`src/shared/sbtrtc_defs.svh`:
```
/*
 Register indices, field positions, reset values and prescale
 counts of the 16-bit timer with real-time clock mode.
 Assumes a 32-bit APB with byte address = 4 x register index.
*/
`ifndef SBTRTC_DEFS_SVH
`define SBTRTC_DEFS_SVH

`define SBT_AW          12
`define SBT_IDX_COUNT   10'h100
`define SBT_IDX_PERIOD  10'h102
`define SBT_IDX_CTRL    10'h104
`define SBT_IDX_FLAG    10'h110
`define SBT_IDX_ENABLE  10'h111
`define SBT_IDX_OSC     10'h112

`define SBT_B_TON       15
`define SBT_B_SIDL      13
`define SBT_B_GATED_ACCUMULATE_ENABLE     6
`define SBT_B_CKPS_HI   5
`define SBT_B_CKPS_LO   4
`define SBT_B_EXT_CLOCK_SYNC     2
`define SBT_B_TCS       1
`define SBT_B_LPOSC     1
`define SBT_B_PERIOD    0
`define SBT_B_WAKE      1

`define SBT_PERIOD_RST  16'hFFFF
`define SBT_COUNT_RST   16'h0000
`define SBT_PS_1        8'h00
`define SBT_PS_8        8'h07
`define SBT_PS_64       8'h3F
`define SBT_PS_256      8'hFF

`endif

```
`src/shared/sbtrtc_pkg.sv`:
```
/*
 Types of the 16-bit timer with real-time clock mode.
 Assumes nothing of its surroundings.
*/
package sbtrtc_pkg;

    typedef struct packed {
        logic [15:0] count;
        logic [15:0] period;
        logic        timer_on;
        logic        sidl;
        logic        gated_accumulate_enable;
        logic [1:0]  ckps;
        logic        ext_clock_sync;
        logic        clock_source_select;
        logic        lposc;
        logic [1:0]  status;
        logic [1:0]  mask;
        logic [7:0]  pre;
        logic        ext_q;
        logic        sy1;
        logic        sy2;
        logic        sy3;
        logic        lp_q;
        logic        gate_q;
        logic        irq;
        logic        wake;
        logic        pready;
        logic        pslverr;
        logic [31:0] prdata;
    } sbtrtc_state_s;

endpackage : sbtrtc_pkg

```
`src/rtl/sbtrtc.sv`:
```
/*
 16-bit period timer with gated accumulation, prescaler, sleep/idle
 handling and low-power oscillator RTC mode, behind an APB slave.
 Assumes pins are synchronous to pclk and pclk runs through sleep.
*/
// Added by the designer: the APB register port.
// Notes on behaviour
// - in sleep count only when on, external source, asynchronous setting
// - count up to period value, then return to zero
// - period match in sleep raises a request only when enabled
// - count equal to period sets the flag and requests if enabled
// - gated mode also sets the flag on gate falling edge
// - request needs the enable bit; flag sets regardless
// - rtc mode counts rising edges of low-power oscillator to period
// - low-power oscillator enable stops timer modes, enables carry-out wake
// - rtc keeps running through sleep while the external sync bit is clear
// - stop-in-idle halts counting during idle; cleared keeps counting
// - prescale input by 1, 8, 64 or 256 per two-bit field
// - count or control write clears prescaler; control write keeps count
// - gated mode with internal clock counts only while gate high
`timescale 1ns/1ps
`include "sbtrtc_defs.svh"

module sbtrtc (
    // clock and reset
    input  wire logic               pclk,
    input  wire logic               presetn,
    // apb slave
    input  wire logic [`SBT_AW-1:0] paddr,
    input  wire logic               psel,
    input  wire logic               penable,
    input  wire logic               pwrite,
    input  wire logic [31:0]        pwdata,
    output logic      [31:0]        prdata,
    output logic                    pready,
    output logic                    pslverr,
    // pins
    input  wire logic               external_clock_gate_pin,
    input  wire logic               lowpower_osc_in,
    // cpu power state
    input  wire logic               cpu_sleep,
    input  wire logic               cpu_idle,
    // events
    output logic                    irq,
    output logic                    wake
);

    sbtrtc_pkg::sbtrtc_state_s st;
    sbtrtc_pkg::sbtrtc_state_s next_st;

    logic       acc;
    logic       wr;
    logic       wr_cnt;
    logic       wr_ctl;
    logic       tick;
    logic       match;
    logic       raw;
    logic       run;
    logic       gate_fall;
    logic [7:0] ratio;
    logic [9:0] idx;

    assign idx    = paddr[`SBT_AW-1:2];
    assign acc    = psel & penable & st.pready;
    assign wr     = acc & pwrite;
    assign wr_cnt = wr & (idx == `SBT_IDX_COUNT);
    assign wr_ctl = wr & (idx == `SBT_IDX_CTRL);
    assign match  = st.count == st.period;

    always_comb begin
        unique case (st.ckps)
            2'b00:   ratio = `SBT_PS_1;
            2'b01:   ratio = `SBT_PS_8;
            2'b10:   ratio = `SBT_PS_64;
            2'b11:   ratio = `SBT_PS_256;
        endcase
    end

    // sleep and idle gating of the whole count path
    assign run = st.timer_on
        & ~(cpu_sleep & ~(st.clock_source_select & ~st.ext_clock_sync))
        & ~(cpu_idle & st.sidl);

    always_comb begin
        if (st.clock_source_select) begin
            if (st.lposc) begin
                raw = lowpower_osc_in & ~st.lp_q;
            end else if (st.ext_clock_sync) begin
                raw = st.sy2 & ~st.sy3;
            end else begin
                raw = external_clock_gate_pin & ~st.ext_q;
            end
        end else if (st.lposc) begin
            raw = 1'b0;
        end else if (st.gated_accumulate_enable) begin
            raw = external_clock_gate_pin;
        end else begin
            raw = 1'b1;
        end
    end

    assign tick = run & raw & (st.pre == ratio) & ~wr_cnt & ~wr_ctl;
    assign gate_fall = st.timer_on & st.gated_accumulate_enable & ~st.clock_source_select & ~st.lposc
        & st.gate_q & ~external_clock_gate_pin;

    always_comb begin
        next_st = st;
        // input sampling; sy1 feeds only sy2
        next_st.sy1    = external_clock_gate_pin;
        next_st.sy2    = st.sy1;
        next_st.sy3    = st.sy2;
        next_st.ext_q  = external_clock_gate_pin;
        next_st.gate_q = external_clock_gate_pin;
        next_st.lp_q   = lowpower_osc_in;
        next_st.wake   = 1'b0;

        // prescaler
        if (wr_cnt | wr_ctl) begin
            next_st.pre = 8'h00;
        end else if (run & raw) begin
            next_st.pre = (st.pre == ratio) ? 8'h00 : st.pre + 8'h01;
        end

        // counter; one clock domain, so a read or write is never torn
        if (wr_cnt) begin
            next_st.count = pwdata[15:0];
        end else if (tick) begin
            if (match) begin
                next_st.count = `SBT_COUNT_RST;
            end else begin
                next_st.count = st.count + 16'h0001;
            end
        end

        // software writes
        if (wr) begin
            unique case (idx)
                `SBT_IDX_PERIOD: next_st.period = pwdata[15:0];
                `SBT_IDX_CTRL: begin
                    next_st.timer_on   = pwdata[`SBT_B_TON];
                    next_st.sidl  = pwdata[`SBT_B_SIDL];
                    next_st.gated_accumulate_enable = pwdata[`SBT_B_GATED_ACCUMULATE_ENABLE];
                    next_st.ckps  = pwdata[`SBT_B_CKPS_HI:`SBT_B_CKPS_LO];
                    next_st.ext_clock_sync = pwdata[`SBT_B_EXT_CLOCK_SYNC];
                    next_st.clock_source_select   = pwdata[`SBT_B_TCS];
                end
                `SBT_IDX_FLAG:   next_st.status = st.status & ~pwdata[1:0];
                `SBT_IDX_ENABLE: next_st.mask = pwdata[1:0];
                `SBT_IDX_OSC:    next_st.lposc = pwdata[`SBT_B_LPOSC];
                default: ;
            endcase
        end

        // event flags: a set in the clearing cycle wins
        if ((tick & match) | gate_fall) begin
            next_st.status[`SBT_B_PERIOD] = 1'b1;
        end
        if (tick & match & st.lposc) begin
            next_st.status[`SBT_B_WAKE] = 1'b1;
            next_st.wake = 1'b1;
        end
        next_st.irq = |(next_st.status & next_st.mask);

        // apb answer: one wait-free access phase after setup
        next_st.pready  = psel & ~penable;
        next_st.pslverr = 1'b0;
        if (psel & ~penable) begin
            next_st.prdata = 32'h0000_0000;
            unique case (idx)
                `SBT_IDX_COUNT:  next_st.prdata[15:0] = st.count;
                `SBT_IDX_PERIOD: next_st.prdata[15:0] = st.period;
                `SBT_IDX_CTRL: next_st.prdata[15:0] = {st.timer_on, 1'b0, st.sidl,
                    6'h00, st.gated_accumulate_enable, st.ckps, 1'b0, st.ext_clock_sync, st.clock_source_select, 1'b0};
                `SBT_IDX_FLAG:   next_st.prdata[1:0] = st.status;
                `SBT_IDX_ENABLE: next_st.prdata[1:0] = st.mask;
                `SBT_IDX_OSC:    next_st.prdata[`SBT_B_LPOSC] = st.lposc;
                default:         next_st.pslverr = 1'b1;
            endcase
        end
    end

    always_ff @(posedge pclk or negedge presetn) begin
        if (!presetn) begin
            st        <= '0;
            st.period <= `SBT_PERIOD_RST;
        end else begin
            st <= next_st;
        end
    end

    assign prdata  = st.prdata;
    assign pready  = st.pready;
    assign pslverr = st.pslverr;
    assign irq     = st.irq;
    assign wake    = st.wake;
endmodule : sbtrtc

```
`config.mk`:
```
export PLATFORM = sky130hd
export DESIGN_NAME = sbtrtc
export DESIGN_NICKNAME = d
export VERILOG_FILES = /design/src/shared/sbtrtc_pkg.sv /design/src/rtl/sbtrtc.sv
export VERILOG_INCLUDE_DIRS = /design/src /design/src/shared
export SDC_FILE = /design/constraint.sdc
export NUM_CORES = 1
export LEC_CHECK = 0
export ABC_AREA = 1
export BUFFER_PORTS_ARGS = -buffer_cell sky130_fd_sc_hd__buf_2
export CAP_MARGIN = 30
export CORE_MARGIN = 1
export CORE_UTILIZATION = 41
export CTS_CLUSTER_DIAMETER = 30
export CTS_CLUSTER_SIZE = 30
export DETAILED_ROUTE_END_ITERATION = 8
export PLACE_DENSITY = 0.68
export SLEW_MARGIN = 25
export SYNTH_ARGS = -nofsm -noshare
export SYNTH_HDL_FRONTEND = slang
export SYNTH_SLANG_ARGS = --single-unit
```
`constraint.sdc`:
```
create_clock -name pclk -period 2.5 [get_ports pclk]
set_clock_uncertainty 0.05 [all_clocks]
set_input_delay 0.5 -clock pclk [delete_from_list [all_inputs] [get_ports pclk]]
set_output_delay 0.5 -clock pclk [all_outputs]
set_load 0.05 [all_outputs]
```
* Yosys cells after proc, flatten, opt, wreduce, memory -nomap -nowiden
Index checks and enable logic that the tools add are counted.
** Cells by class
- Add/subtract/negate cells :: 2
- Magnitude comparators :: 0
- Multiply operators :: 0
- Shift operators :: 0
- Divide/modulo/power cells :: 0
- Equal/unequal tests :: 11
- Reduce and logical (&&, ||, !) cells :: 8
- Muxes and demuxes :: 23
- Bitwise logic cells :: 43
** Operators by type and width (number)
- $eq A10 B9 Y1 const B :: 6
- $mux W16 :: 3
- $pmux W14 S3 :: 1
- $mux W33 :: 1
- $pmux W8 S4 :: 1
- $and A1 B1 Y1 :: 25
- $mux W8 :: 3
- $add A16 B1 Y16 const B :: 1
- $eq A16 B16 Y1 :: 1
- $not A1 Y1 :: 13
- $mux W1 :: 9
- $add A8 B1 Y8 const B :: 1
- $eq A8 B8 Y1 :: 1
- $pmux W1 S6 :: 1
- $reduce_and A2 Y1 :: 3
- $reduce_or A6 Y1 :: 1
- $and A2 B2 Y2 :: 2
- $eq A2 B2 Y1 const B :: 2
- $mux W2 :: 2
- $mux W4 :: 1
- $pmux W1 S4 :: 1
- $reduce_bool A2 Y1 :: 2
- $eq A2 B1 Y1 const B :: 1
- $logic_not A2 Y1 :: 1
- 3 further kinds :: 4
** Storage, ports and cells
- Latch bits :: 0
- Memory bits (read-only) :: 0
- Memories :: 0
- Register bits after elaboration :: 76
- RAM bits :: 0

* Longest topological paths before layout
Gate-level depths: netlist (run 1).
- Depth in word-level cells :: 16
- Gate-level depth with buffers :: 12

* Worst setup path before layout (run 1)
No wires, ideal clock.
- Path kind :: register to register
- Start point :: reg st (netlist bit pready)
- End point :: reg st[91] in the netlist's numbering
- Library setup time :: 0.068 ns
- Slack :: 0.599 ns
- Path buffers :: 1
- Arrival time :: 1.782 ns
- Cell stages (with the launch flop) :: 8
- Cells stage by stage :: dfrtp_1 nand4_2 inv_2 nand4_2 a21oi_4 buf_6 nand2_1 nand3_1
** On the way
- Cells in the longest elaborated chain, start to end :: 7
** Ends and longest elaborated chain
- start, declared :: line sbtrtc.sv:48 : sbtrtc_pkg::sbtrtc_state_s st;
- start signal, assigned :: line sbtrtc.sv:187 : st <= next_st;
- $and A1 B1 Y1 (*) :: line sbtrtc.sv:64 : assign acc = psel & penable & st.pready;
- $and A1 B1 Y1 (*) :: line sbtrtc.sv:65 : assign wr = acc & pwrite;
- $and A1 B1 Y1 :: line sbtrtc.sv:66 : assign wr_cnt = wr & (idx == `SBT_IDX_COUNT);
- $not A1 Y1 :: line sbtrtc.sv:102 : assign tick = run & raw & (st.pre == ratio) & ~wr_cnt & ~wr_ctl;
- $and A1 B1 Y1 (2 in series) :: line sbtrtc.sv:102
- $reduce_bool A2 Y1 (no line)
Mark *: on every way between the ends. The rest lies on a longest branch, timed or not.
A chain may end at the register's enable or synchronous reset.

* Final worst setup path (run 1)
- Start point :: reg st[55] in the netlist's numbering
- End point :: reg st[85] in the netlist's numbering
** On the way
- Cells in the longest elaborated chain, start to end :: 11
** Ends and longest elaborated chain
- $and A1 B1 Y1 :: line sbtrtc.sv:81 : & ~(cpu_sleep & ~(st.clock_source_select & ~st.ext_clock_sync))
- $not A1 Y1 :: line sbtrtc.sv:81
- $and A1 B1 Y1 :: line sbtrtc.sv:81
- $not A1 Y1 :: line sbtrtc.sv:81
- $and A1 B1 Y1 :: line sbtrtc.sv:81
- $and A1 B1 Y1 :: line sbtrtc.sv:82 : & ~(cpu_idle & st.sidl);
- $and A1 B1 Y1 (*) (4 in series) :: line sbtrtc.sv:102
- $reduce_bool A2 Y1 (no line) (*)
Marks and branches as above.

==> results of run 1 <==
==> cell usage in the layout, fill, tap and decap left out, types with 2 or more instances in the layout <==
| cell type | synthesis | final |
|---|---|---|
| sky130_fd_sc_hd__a21oi_1 | 10 | 10 |
| sky130_fd_sc_hd__a22oi_1 | 8 | 8 |
| sky130_fd_sc_hd__buf_2 | 2 | 53 |
| sky130_fd_sc_hd__buf_4 | 33 | 7 |
| sky130_fd_sc_hd__bufinv_16 | 0 | 4 |
| sky130_fd_sc_hd__clkbuf_1 | 7 | 2 |
| sky130_fd_sc_hd__clkbuf_8 | 0 | 10 |
| sky130_fd_sc_hd__conb_1 | 1 | 16 |
| sky130_fd_sc_hd__dfrtp_1 | 60 | 60 |
| sky130_fd_sc_hd__dfstp_2 | 16 | 16 |
| sky130_fd_sc_hd__ha_1 | 2 | 2 |
| sky130_fd_sc_hd__inv_1 | 61 | 61 |
| sky130_fd_sc_hd__inv_2 | 5 | 5 |
| sky130_fd_sc_hd__mux2_1 | 4 | 4 |
| sky130_fd_sc_hd__mux2_2 | 4 | 4 |
| sky130_fd_sc_hd__nand2_1 | 197 | 197 |
| sky130_fd_sc_hd__nand2_2 | 3 | 3 |
| sky130_fd_sc_hd__nand3_1 | 30 | 30 |
| sky130_fd_sc_hd__nand4_1 | 13 | 13 |
| sky130_fd_sc_hd__nand4_2 | 2 | 2 |
| sky130_fd_sc_hd__nor2_1 | 40 | 40 |
| sky130_fd_sc_hd__nor2_2 | 3 | 3 |
| sky130_fd_sc_hd__nor2_4 | 3 | 3 |
| sky130_fd_sc_hd__nor3_1 | 6 | 6 |
| sky130_fd_sc_hd__nor4_1 | 2 | 2 |
| sky130_fd_sc_hd__o21ai_0 | 41 | 41 |
| sky130_fd_sc_hd__o22ai_1 | 3 | 3 |
| sky130_fd_sc_hd__o31ai_1 | 4 | 4 |
| sky130_fd_sc_hd__xnor2_1 | 13 | 13 |
| sky130_fd_sc_hd__xor2_1 | 13 | 13 |
==> logic make-up after synthesis <==
| logic type | synth area share [%] |
|---|---|
| multiplexers | 1.968 |
| AO/OA/AOI/OAI | 8.664 |
| adder cells (fa/ha/maj) | 0.5465 |
| flip-flops | 41.98 |
| XOR/XNOR | 4.974 |
| AND/OR/NAND/NOR | 29.22 |
| buffers and inverters | 12.57 |
| other | 0.08191 |
==> worst paths after layout <==
path	slack [ps]	cells after the start	to
worst min register to register	340	0	st[38]
worst max-delay path	510	10	st[85]
max in group asynchronous	1720	2	st[75]
min in group pclk	200	1	st[37]
worst max register to register	510	10	st[85]
worst min-delay path	30	1	st[88]
==> power groups by stage <==
stage | Sequential (mW) | Combinational (mW) | Clock, mW
CTS | 1.24 | 0.178 | 1.26
global placement | 1.27 | 0.175 | 0
detailed placement | 1.27 | 0.178 | 0
finish | 1.24 | 0.177 | 1.25
global route | 1.24 | 0.194 | 1.30
floorplan | 1.27 | 0.115 | 0
==> routing by layer <==
metal	share of wire, %	wire length, µm	track usage, %	vias up
met5	0	0	0	-
met3	4.1	450	2.603	18
met2	48	5350	34.84	105
met1	46	5069	26.84	1848
li1	-	-	-	1945
met4	1.9	216	9.198	0
==> registers in the layout, summed over array words and instances, names as in the netlist <==
signal	count
irq	1
next_st	1
prdata	16
st	55
pready	1
wake	1
pslverr	1
==> area by class of cell <==
cell class | instances | area (µm²)
tap | 140 | 175.2
timing repair buffer | 61 | 337.8
multi-input combinational | 427 | 2137
sequential | 76 | 1922
inverter | 66 | 247.7
clock buffer | 12 | 145.1
fill | 1092 | 5756
clock inverter | 4 | 120.1
==> results, run 1 <==
- The worst setup path startpoint is st[55].
- The core occupancy in the finished layout is between 40 and 50%.
- Setup repair after global routing left no endpoint under its margin.
- The clock edge transition at the registers on the reported setup and hold paths is about 80 ps.
- The number of placed instances, taps included is 770.
- The worst path in the final design needs a cycle of ~2000 ps, including I/O delays and setup.
- The required time reported for the critical path endpoint is 2700 ps.
- After legalization and detailed placement, the total HPWL measured 8192 µm.
- Setup violations remaining at the end of the flow were counted as 0.
- The number of global-route vias before repair is 3766.
- After synthesis, the mean cell area works out to between 7 and 8 µm².
- The design draws 2.667 mW.
- Entering global routing, the biggest net connects 45 pins.
- The Yosys step of the flow raised 0 warnings.
- The arrival time at the worst endpoint is 2190 ps.
- Sequential cells were found to cover 41.98% of the synthesized design area.
- The final hold violation count is 0.
- The max-slew headroom at the worst pin is roughly two thirds.
- Across the VDD grid, the largest voltage drop is 275.0 µV.
- The total via count after detailed routing is 3916.
- The DRC marker count from the first detailed-route iteration is 264.
- In the routed design, unresolved DRC markers number 0.
- Timing analysis after detailed placement gives a worst setup slack of approximately 210 ps.
- The critical-path cell with the highest stage delay is sky130_fd_sc_hd__dfrtp_1.
- The most frequent cell on the critical path is sky130_fd_sc_hd__nand2_1.
- The final period utilization is between 70% and 80%.
- The final layout contains 696 nets.
- From synthesis to final layout, the design area changed by 11.07%.
- The number of vias per cell is 4.982.
- The run finished with clean final reports.
- The die is ~110 µm tall.
- Of all nets on the critical path, the largest fanout is 11.
- Ranked by total cell area, the synthesized netlist is headed by sky130_fd_sc_hd__dfrtp_1, sky130_fd_sc_hd__nand2_1, sky130_fd_sc_hd__dfstp_2, sky130_fd_sc_hd__buf_4, sky130_fd_sc_hd__inv_1.
- The dominant register cell in the synthesized netlist is sky130_fd_sc_hd__dfrtp_1.
- The final cell count without fillers is 786.
- For this design the static power due to leakage is about 2.7 nW.
- The worst setup path is launched from a register.
- Post-CTS repair changed the size of 0 cells.
- The tool flagged a number of max-cap violations equal to 0.
- After technology mapping, the gate count stands at around 600.
- The initial antenna violation count came to 0.
- The finished cells cover slightly above 0.005 mm².
- Global routing used 20.81% of the available tracks.
- The relative contribution of sequential cells to total power is 46.7%.
- The class of the most critical hold timing path is in -> async.
- The final estimated routing congestion in global placement is 0.9318.
- The floorplan has 38 rows.
- The kind of end point of the critical path is a register.
- The pre-antenna-repair detailed-routing pass consisted of 5 iterations.
- Of the total power, the share spent switching nets is roughly 22%.
- The share of power burned in combinational logic is 6.6%.
- The routed length per instance is 14.11 µm.
- Clock tree synthesis found a total of 76 sinks.
- The portion of total power attributed to the clock network is 46.7%.
- Grouping stages by cell kind, the critical path spends the most delay in simple AND/OR/NAND/NOR gates.
- The global-route wire length before repair is around 18000 µm.
- In the final timing run, aggregate negative setup slack is 0 ps.
- The top achievable clock speed is 503.1 MHz.
- The number of distinct library cells after synthesis is 40.
- The minimum setup slack in the final design is 512.4 ps.
- On the worst path, the slowest cell contributes a delay of between 400 and 500 ps.
- The die width is 107.7 µm.
- The instance area at placement is about 0.0048 mm².
- The most common cell in the synthesized netlist is sky130_fd_sc_hd__nand2_1.
- For this configuration, the core starts out at a cell density of approximately 42%.
- The top-level port count is 89.
- The top-area cell type share of the netlist area is 32.80%.
- Summed over all instances, the cell type with the most area after synthesis is sky130_fd_sc_hd__dfrtp_1.
- The core region is 0.01084 mm².
- The count of hold-fix buffers inserted at cts is 0.
- The layout cell share with drive strength beyond 1 is ~18%.
- For this block, the routed nets add up to around 11000 µm of wire.
- In this run the power spent charging and discharging nets is 0.5983 mW.
- The clock insertion delay at the later pin of the skew report is 370 ps.
- Final hold analysis gives a worst-case slack of 28.18 ps.
- The remaining antenna violation count after routing is 0.
- The level count of the clock H-tree is 3.
- Of all flip-flops after synthesis, the portion carrying an async set or reset was 100.0%.
- During placement, the flow inserted port buffers numbering 54.
- The cell area after synthesis is about 0.0046 mm².
- The number of flip-flops and latches in the synthesized netlist is 76.
- The worst register-to-register path begins at st[55].
- The ratio of total power to cell area is roughly 520 mW/mm².
- Once the clock tree was built, the setup fixing pass inserted 0 buffers.
- The signal on the critical path passes through nor2_1, nand2_1, nand3_1, nor2_1, nand2_1, nor2_8, a21oi_4, inv_2, nand2_1, nand2_1.
- The deepest clock path buffer count is 2.
- The transition time at the pin with the least slew margin is 506.3 ps.
- The max-slew violation total from the final report is 0.
- The internal power component is 2.068 mW.
- The cell sitting at the root of the clock tree is a sky130_fd_sc_hd__clkbuf_8.
- The clock tree from TritonCTS is done.
- Together, buffers and inverters on the worst path number 1.
- The die covers 0.01159 mm².
- Counting the buffers created by CTS gives 9.
- Counting instances in the post-synthesis netlist gives the leading cell types as sky130_fd_sc_hd__nand2_1, sky130_fd_sc_hd__inv_1, sky130_fd_sc_hd__dfrtp_1, sky130_fd_sc_hd__o21ai_0, sky130_fd_sc_hd__nor2_1.
- For this run the aggregate overflow at the end of global routing stands at 0.
- In this run, synthesis inferred 0 flip-flops with an integrated enable.
- 0 antenna diodes ended up in the layout.
- The critical path is of the reg -> reg type.
No activity file was read; power rests on OpenSTA's default activity.
==> inputs of run 2 (changes only) <==
- PLACE_DENSITY: 0.68 -> 0.71
- clock period: 2.5 -> 1.8 ns (I/O delays scaled with it)
==> results, run 2 (synthesis results as in run 1) <==
- The pre-CTS setup slack came to -228.8 ps (-442.1 ps).
- The number of buffers inserted by port buffering is 54 (unchanged).
- The ratio of total power to cell area is 604.2 mW/mm² (+15%).
- The routing usage on met1 is 28.58% (+1.7 points).
- The die width is 107.7 µm (unchanged).
- The number of max-capacitance violations reported is 0 (unchanged).
- The number of flip-flops in the largest register is 55 (unchanged).
- The maximum number of pins on one net before global-route repair is 36 (-20%).
- The final reports fail on negative setup slack.
- The core occupancy in the finished layout is 51.22% (+4.3 points).
- The max-slew violation total from the final report is 0 (unchanged).
- The detailed-router iteration count before antenna repair is 5 (unchanged).
- The met2 global-route usage is 36.13% (+1.3 points).
- The layout cell share with drive strength beyond 1 was 28.29% (+10 points).
- The total congestion overflow after global routing was 0 (unchanged).
- The global-route wire length before repair is 19530 µm (+6.3%).
- The clock edge transition at the registers on the reported setup and hold paths is 90 ps (about the same).
- The clock insertion delay at the later pin of the skew report is 370 ps (about the same).
- The routed length per instance is 14.00 µm (-0.77%).
- The setup violation total in the final timing report is 10 (+10).
- The remaining antenna violation count after routing is 0 (unchanged).
- The top-level port count came to 89 (unchanged).
- TritonCTS built the clock tree.
- The required time reported for the critical path endpoint is 2060 ps (-640 ps).
- The minimum setup slack in the final design is -61.16 ps (-573.5 ps).
- In this run the clock root is driven by a sky130_fd_sc_hd__clkbuf_8.
- The cell row count was 38 (unchanged).
- The top achievable clock speed is 537.3 MHz (+6.8%).
- The clock sink total is 76 (unchanged).
- The most critical setup path has its startpoint at st[67].
- The initial antenna violation count came to 0 (unchanged).
- The number of remaining DRC errors is 0 (unchanged).
- The number of global-route vias before repair came to 4055 (+7.7%).
- The run finished, with violations left.
- By startpoint and endpoint, the worst setup path is classified as reg -> reg.
- The final hold violation count was 0 (unchanged).
- The number of antenna repair diodes came to 0 (unchanged).
- Setup repair after global routing could not meet its margin everywhere.
- After global routing, the most crowded layer is met2.
- The depth of the worst register-to-register path came to 11 (+1).
- The final net count was 750 (+7.8%).
- The max-slew headroom at the worst pin is 66.12% (-0.090 points).
- The initial core utilization was 42.23% (unchanged).
- From synthesis to final layout, the design area changed by 21.29%.
- The final period utilization is 103.4% (+24 points).
- The most common cell after layout, fill and taps aside is sky130_fd_sc_hd__nand2_1.
- The final estimated routing congestion in global placement was 0.8890 (-4.6%).
- The register with the most flip-flops in the final layout is st.
- The minimum setup slack among reg-to-reg paths is -60 ps (-570 ps).
- The total via count after detailed routing is 4179 (+6.7%).
- The met3 routing resource usage after global routing is 4.843% (+2.2 points).
- The static leakage power is 2.953 nW (+9.2%).
- The die area came to 0.01159 mm² (unchanged).
- The startpoint identified for the worst hold timing path is lowpower_osc_in.
- The post-layout minimum cycle time is 1861 ps (-126.5 ps).
- The number of vias per cell came to 4.975 (-0.14%).
- The number of buffers added by the clock tree synthesis step came to 9 (unchanged).
- The area inside the core boundary is 0.01084 mm² (unchanged).
- The level count of the clock H-tree is 3 (unchanged).
- The arrival time at the worst endpoint is 2120 ps (-70 ps).
- The DRC marker count from the first detailed-route iteration came to 315 (+19%).
- The placed wire-length estimate came to 8820 µm (+7.7%).
- The total routed wirelength was 11760 µm (+6.0%).
- The capture instance of the worst register-to-register path is irq.
- The deepest clock path buffer count was 2 (unchanged).
- The path class of the tightest hold or removal check is in -> reg.
- The top cell types in the final layout, fill and taps aside, are sky130_fd_sc_hd__nand2_1, sky130_fd_sc_hd__inv_1, sky130_fd_sc_hd__buf_4, sky130_fd_sc_hd__buf_2, sky130_fd_sc_hd__dfrtp_1.
- The die boundary height is 107.7 µm (unchanged).
- The worst setup path is captured at a register.
- The area of combinational cells with multiple inputs is 0.002192 mm² (+2.6%).
- Counting instances, the worst hold path has a depth of 1.
- The peak fanout along the critical path is 3 (-8).
- The number of filler instances in the final layout is 1026 (-6.0%).
- STA classifies the critical path startpoint as a register.
- The peak supply drop was 294.0 µV (+6.9%).
- The area occupied by registers is 0.001931 mm² (+0.46%).
- In this run the critical register-to-register path is launched from st[67].
- The path with the worst hold slack has its endpoint at st[37].
- The transition time at the pin with the least slew margin came to 506.4 ps (+0.04286 ps).
- The overall global routing resource usage is 22.00% (+1.2 points).
-- run 2: repair_timing --
item,CTS,global route
hold endpoints to repair,15,0
buffers inserted,2,5
hold buffers,1,0
endpoints found under the setup margin,13,19
resized for setup,8,21
pin swaps,1,10
-- run 2: through the flow --
| step | hold slack [ps] | total power, mW | setup TNS, ps | cells | area, µm² |
|---|---|---|---|---|---|
| 2_1_floorplan | 14.41 | 1.926 | 0 | 616 | 4636 |
| 3_3_place_gp | 228.9 | 2.016 | -1581 | 816 | 5204 |
| 3_5_place_dp | 236.5 | 2.022 | -2568 | 816 | 5204 |
| 4_1_cts | 59.44 | 3.372 | 0 | 835 | 5458 |
| 5_1_grt | 59.87 | 3.478 | -1382 | 840 | 5553 |
| 6_report | 63.18 | 3.355 | -227.8 | 840 | 5553 |
-- run 2: worst max-delay path by stage --
stage	to	slack (ps)	depth (start not counted)
finish	irq	-60	11
global route	irq	-140	11
CTS	st[83]	0.5	11
detailed placement	st[85]	-230	11
global placement	st[84]	-170	9
floorplan	st[91]	50	7
-- run 2: layer usage --
| layer | vias to the layer above | wire (µm) |
|---|---|---|
| met4 | 0 | 206 |
| met3 | 23 | 652 |
| met5 | - | 0 |
| met1 | 1971 | 5242 |
| met2 | 132 | 5655 |
| li1 | 2053 | - |
-- run 2: critical path: stages, from the launching register on --
cell and delay, ps:
sky130_fd_sc_hd__dfstp_2 560, sky130_fd_sc_hd__inv_2 50, sky130_fd_sc_hd__nand2_2 50, sky130_fd_sc_hd__nand4_1 120, sky130_fd_sc_hd__nor2_2 180, sky130_fd_sc_hd__nand2_2 80, sky130_fd_sc_hd__nor2_4 130, sky130_fd_sc_hd__buf_6 120
sky130_fd_sc_hd__nand4_1 170, sky130_fd_sc_hd__nand2_1 150, sky130_fd_sc_hd__nand2_1 50, sky130_fd_sc_hd__nand2_1 80
-- run 2: power by group --
group / internal [mW] / total [mW] / switching, mW
clock network: 0.647 / 1.36 / 0.713
registers: 1.72 / 1.73 / 0.00637
logic: 0.0695 / 0.269 / 0.199
total: 2.44 / 3.35 / 0.919
-- run 2: final cells by class --
type / count / area share, %
clock buffer: 9 / 2.231
tap: 140 / 3.155
clock inverter: 7 / 1.374
inverter: 66 / 4.461
multi-input combinational: 427 / 39.48
timing repair buffer: 115 / 14.53
sequential: 76 / 34.77
==> inputs of run 3 (changes only) <==
- CORE_ASPECT_RATIO: not set -> 1.4
- GPL_TIMING_DRIVEN: not set -> 0
==> results, run 3 (synthesis results as in run 1) <==
- The clock edge transition at the registers on the reported setup and hold paths is 60 ps (-30 ps).
- The setup violation total in the final timing report was 0 (-10).
- The max-slew headroom at the worst pin is 65.43% (-0.69 points).
- The detailed-router iteration count before antenna repair came to 4 (-1).
- The area inside the core boundary is 0.01087 mm² (+0.24%).
- The level count of the clock H-tree is 3 (unchanged).
- The peak supply drop is 487.9 µV (+66%).
- The total via count after detailed routing came to 4223 (+1.1%).
- The global-route wire length before repair was 19060 µm (-2.4%).
- The maximum number of pins on one net before global-route repair is 51 (+42%).
- The max-slew violation total from the final report is 0 (unchanged).
- In this run the critical register-to-register path is launched from st[77].
- The top-level port count is 89 (unchanged).
- The top achievable clock speed is 566.1 MHz (+5.4%).
- The die boundary height is 127.0 µm (+18%).
- The relative contribution of sequential cells to total power is 44.9% (-6.6 points).
- The final net count came to 752 (+0.27%).
- The number of max-capacitance violations reported came to 0 (unchanged).
- The final estimated routing congestion in global placement is 0.8987 (+1.1%).
- The growth of design area from synthesis to finish is 23.97%.
- The summed negative setup slack over all endpoints was 0 ps (+227.8 ps).
- The total power of the final layout was 3.854 mW (+15%).
- The capture instance of the worst register-to-register path is irq.
- The uppermost layer routed is met4.
- The remaining antenna violation count after routing is 0 (unchanged).
- The setup path with the least slack is of type reg -> reg.
- The total congestion overflow after global routing is 0 (unchanged).
- The top cell types in the final layout, fill and taps aside, are sky130_fd_sc_hd__nand2_1, sky130_fd_sc_hd__inv_1, sky130_fd_sc_hd__buf_2, sky130_fd_sc_hd__buf_4, sky130_fd_sc_hd__dfrtp_1.
- The number of vias per cell is 5.009 (+0.69%).
- The DRC marker count from the first detailed-route iteration is 233 (-26%).
- The deepest clock path buffer count is 2 (unchanged).
- The minimum setup slack among reg-to-reg paths was 30 ps (+90 ps).
- The run finished with clean final reports.
- The initial antenna violation count is 0 (unchanged).
- The final hold violation count is 0 (unchanged).
- The depth of the worst hold-timing path is 1 (unchanged).
- The most common cell after layout, fill and taps aside is sky130_fd_sc_hd__nand2_1.
- The number of buffers inserted by port buffering came to 54 (unchanged).
- The share of total power consumed by net switching came to 24.34% (-3.0 points).
- The transition time at the pin with the least slew margin is 513.1 ps (+6.736 ps).
- The number of flip-flops in the largest register was 55 (unchanged).
- st holds more flip-flops than any other register.
- The share of power burned in combinational logic is 7.5% (-0.5 points).
- The die area came to 0.01160 mm² (about the same).
- The number of remaining DRC errors is 0 (unchanged).
- The sort of element at the start of the critical path is a register.
- The initial core utilization was 42.13% (-0.10 points).
- The final period utilization is 98.14% (-5.3 points).
- The total routed wirelength is 11940 µm (+1.5%).
- The routed length per instance is 14.16 µm (+1.2%).
- The number of buffers added by the clock tree synthesis step is 9 (unchanged).
- The placed wire-length estimate is 8795 µm (-0.28%).
- The detailed-routed wire length on met3 was 505 µm (-23%).
- The number of global-route vias before repair was 4121 (+1.6%).
- The peak fanout along the critical path was 3 (unchanged).
- The post-layout minimum cycle time is 1767 ps (-94.65 ps).
- The clock insertion delay at the later pin of the skew report is 340 ps (-30 ps).
- The root cell of the clock tree is sky130_fd_sc_hd__clkbuf_16.
- The overall global routing resource usage came to 21.06% (-0.94 points).
- The portion of total power attributed to the clock network came to 47.7% (+7.2 points).
- The required time reported for the critical path endpoint is 2030 ps (-30 ps).
- The ratio of total power to cell area came to 679.2 mW/mm² (+12%).
- The die width came to 91.31 µm (-15%).
- The met1 routed wirelength after detailed routing is 4634 µm (-12%).
- The layout cell share with drive strength beyond 1 is 28.77% (+0.49 points).
- The number of antenna repair diodes is 0 (unchanged).
- The cell row count is 45 (+18%).
- The worst setup path is captured at a register.
- The hold slack was 92.13 ps (+28.95 ps).
- The switching power summed over all nets came to 0.9383 mW (+2.1%).
- The detailed-routed wire length on met2 is 6288 µm (+11%).
- The worst hold path terminates at st[37].
- The arrival time at the worst endpoint is 1990 ps (-130 ps).
- Setup repair after global routing could not meet its margin everywhere.
- The clock tree from TritonCTS is done.
- The startpoint of the worst hold path is lowpower_osc_in.
- The internal power component is 2.916 mW (+20%).
- The class of the most critical hold timing path is in -> reg.
- The depth of the worst register-to-register path is 10 (-1).
- The clock sink total was 76 (unchanged).
- The static leakage power is 3.044 nW (+3.1%).
-- run 3: changes by cell type in the layout (fill, tap and decap cells not counted), moves of 4 or more --
| cell | delta |
|---|---|
| sky130_fd_sc_hd__clkbuf_16 | +9 |
| sky130_fd_sc_hd__clkbuf_8 | -8 |
| sky130_fd_sc_hd__nand2_2 | -4 |
| sky130_fd_sc_hd__inv_2 | -4 |
| sky130_fd_sc_hd__buf_12 | -5 |
-- run 3: area by class of cell --
cell class | instances | area [µm²]
inverter | 66 | 250.2
sequential | 76 | 1934
multi-input combinational | 427 | 2250
timing repair buffer | 74 | 446.7
clock inverter | 6 | 63.81
clock buffer | 10 | 239.0
buffer | 43 | 315.3
fill | 1038 | 5191
tap | 141 | 176.4
-- run 3: repair_timing --
item                                    CTS  global route
buffers inserted                          5            12
hold buffers                              1             0
pin swaps                                 2            11
resized for setup                         5            36
endpoints found under the setup margin   22            36
gates cloned                              0             1
hold endpoints to repair                 18             0
-- run 3: through the flow --
stage                     utilization [%]  area [µm²]  setup slack [ps]  cells
after floorplan                         -        4636             52.68    616
after global placement              46.77        5082            -332.9    811
after detailed placement            47.05        5112            -346.1    812
after CTS                           50.29        5465            -2.851    830
after global routing                52.23        5675            -66.99    843
final                               52.23        5675             33.49    843
-- run 3: per-layer routing --
| metal | track usage, % | vias to the layer above |
|---|---|---|
| met5 | 0 | - |
| met4 | 10.92 | 0 |
| met3 | 3.571 | 37 |
| met2 | 38.24 | 123 |
| met1 | 23.55 | 2007 |
| li1 | - | 2056 |
-- run 3: power by group through the flow --
stage	sequential, mW	combinational (mW)	clock (mW)
2_1_floorplan	1.77	0.160	0
3_3_place_gp	1.76	0.268	0
3_5_place_dp	1.76	0.279	0
4_1_cts	1.73	0.283	1.86
5_1_grt	1.73	0.312	1.92
6_report	1.73	0.287	1.84
-- run 3: worst max-delay path: stages, from the launching register on --
cell	delay (ps)
sky130_fd_sc_hd__dfstp_2	560
sky130_fd_sc_hd__xnor2_1	150
sky130_fd_sc_hd__nand2_1	90
sky130_fd_sc_hd__nor2_2	160
sky130_fd_sc_hd__nand2_2	80
sky130_fd_sc_hd__nor2_4	130
sky130_fd_sc_hd__buf_4	140
sky130_fd_sc_hd__nand4_1	110
sky130_fd_sc_hd__nand2_1	120
sky130_fd_sc_hd__nand2_1	50
sky130_fd_sc_hd__nand2_1	60
-- run 3: worst max path at each step --
stage / from / cells after the start / end / slack (ps)
2_1_floorplan: pready / 7 / st[91] / 50
3_3_place_gp: presetn / 1 / pready / -330
3_5_place_dp: paddr[5] / 11 / irq / -350
4_1_cts: st[77] / 11 / st[85] / -3
5_1_grt: st[62] / 12 / st[85] / -70
6_report: st[77] / 10 / irq / 30
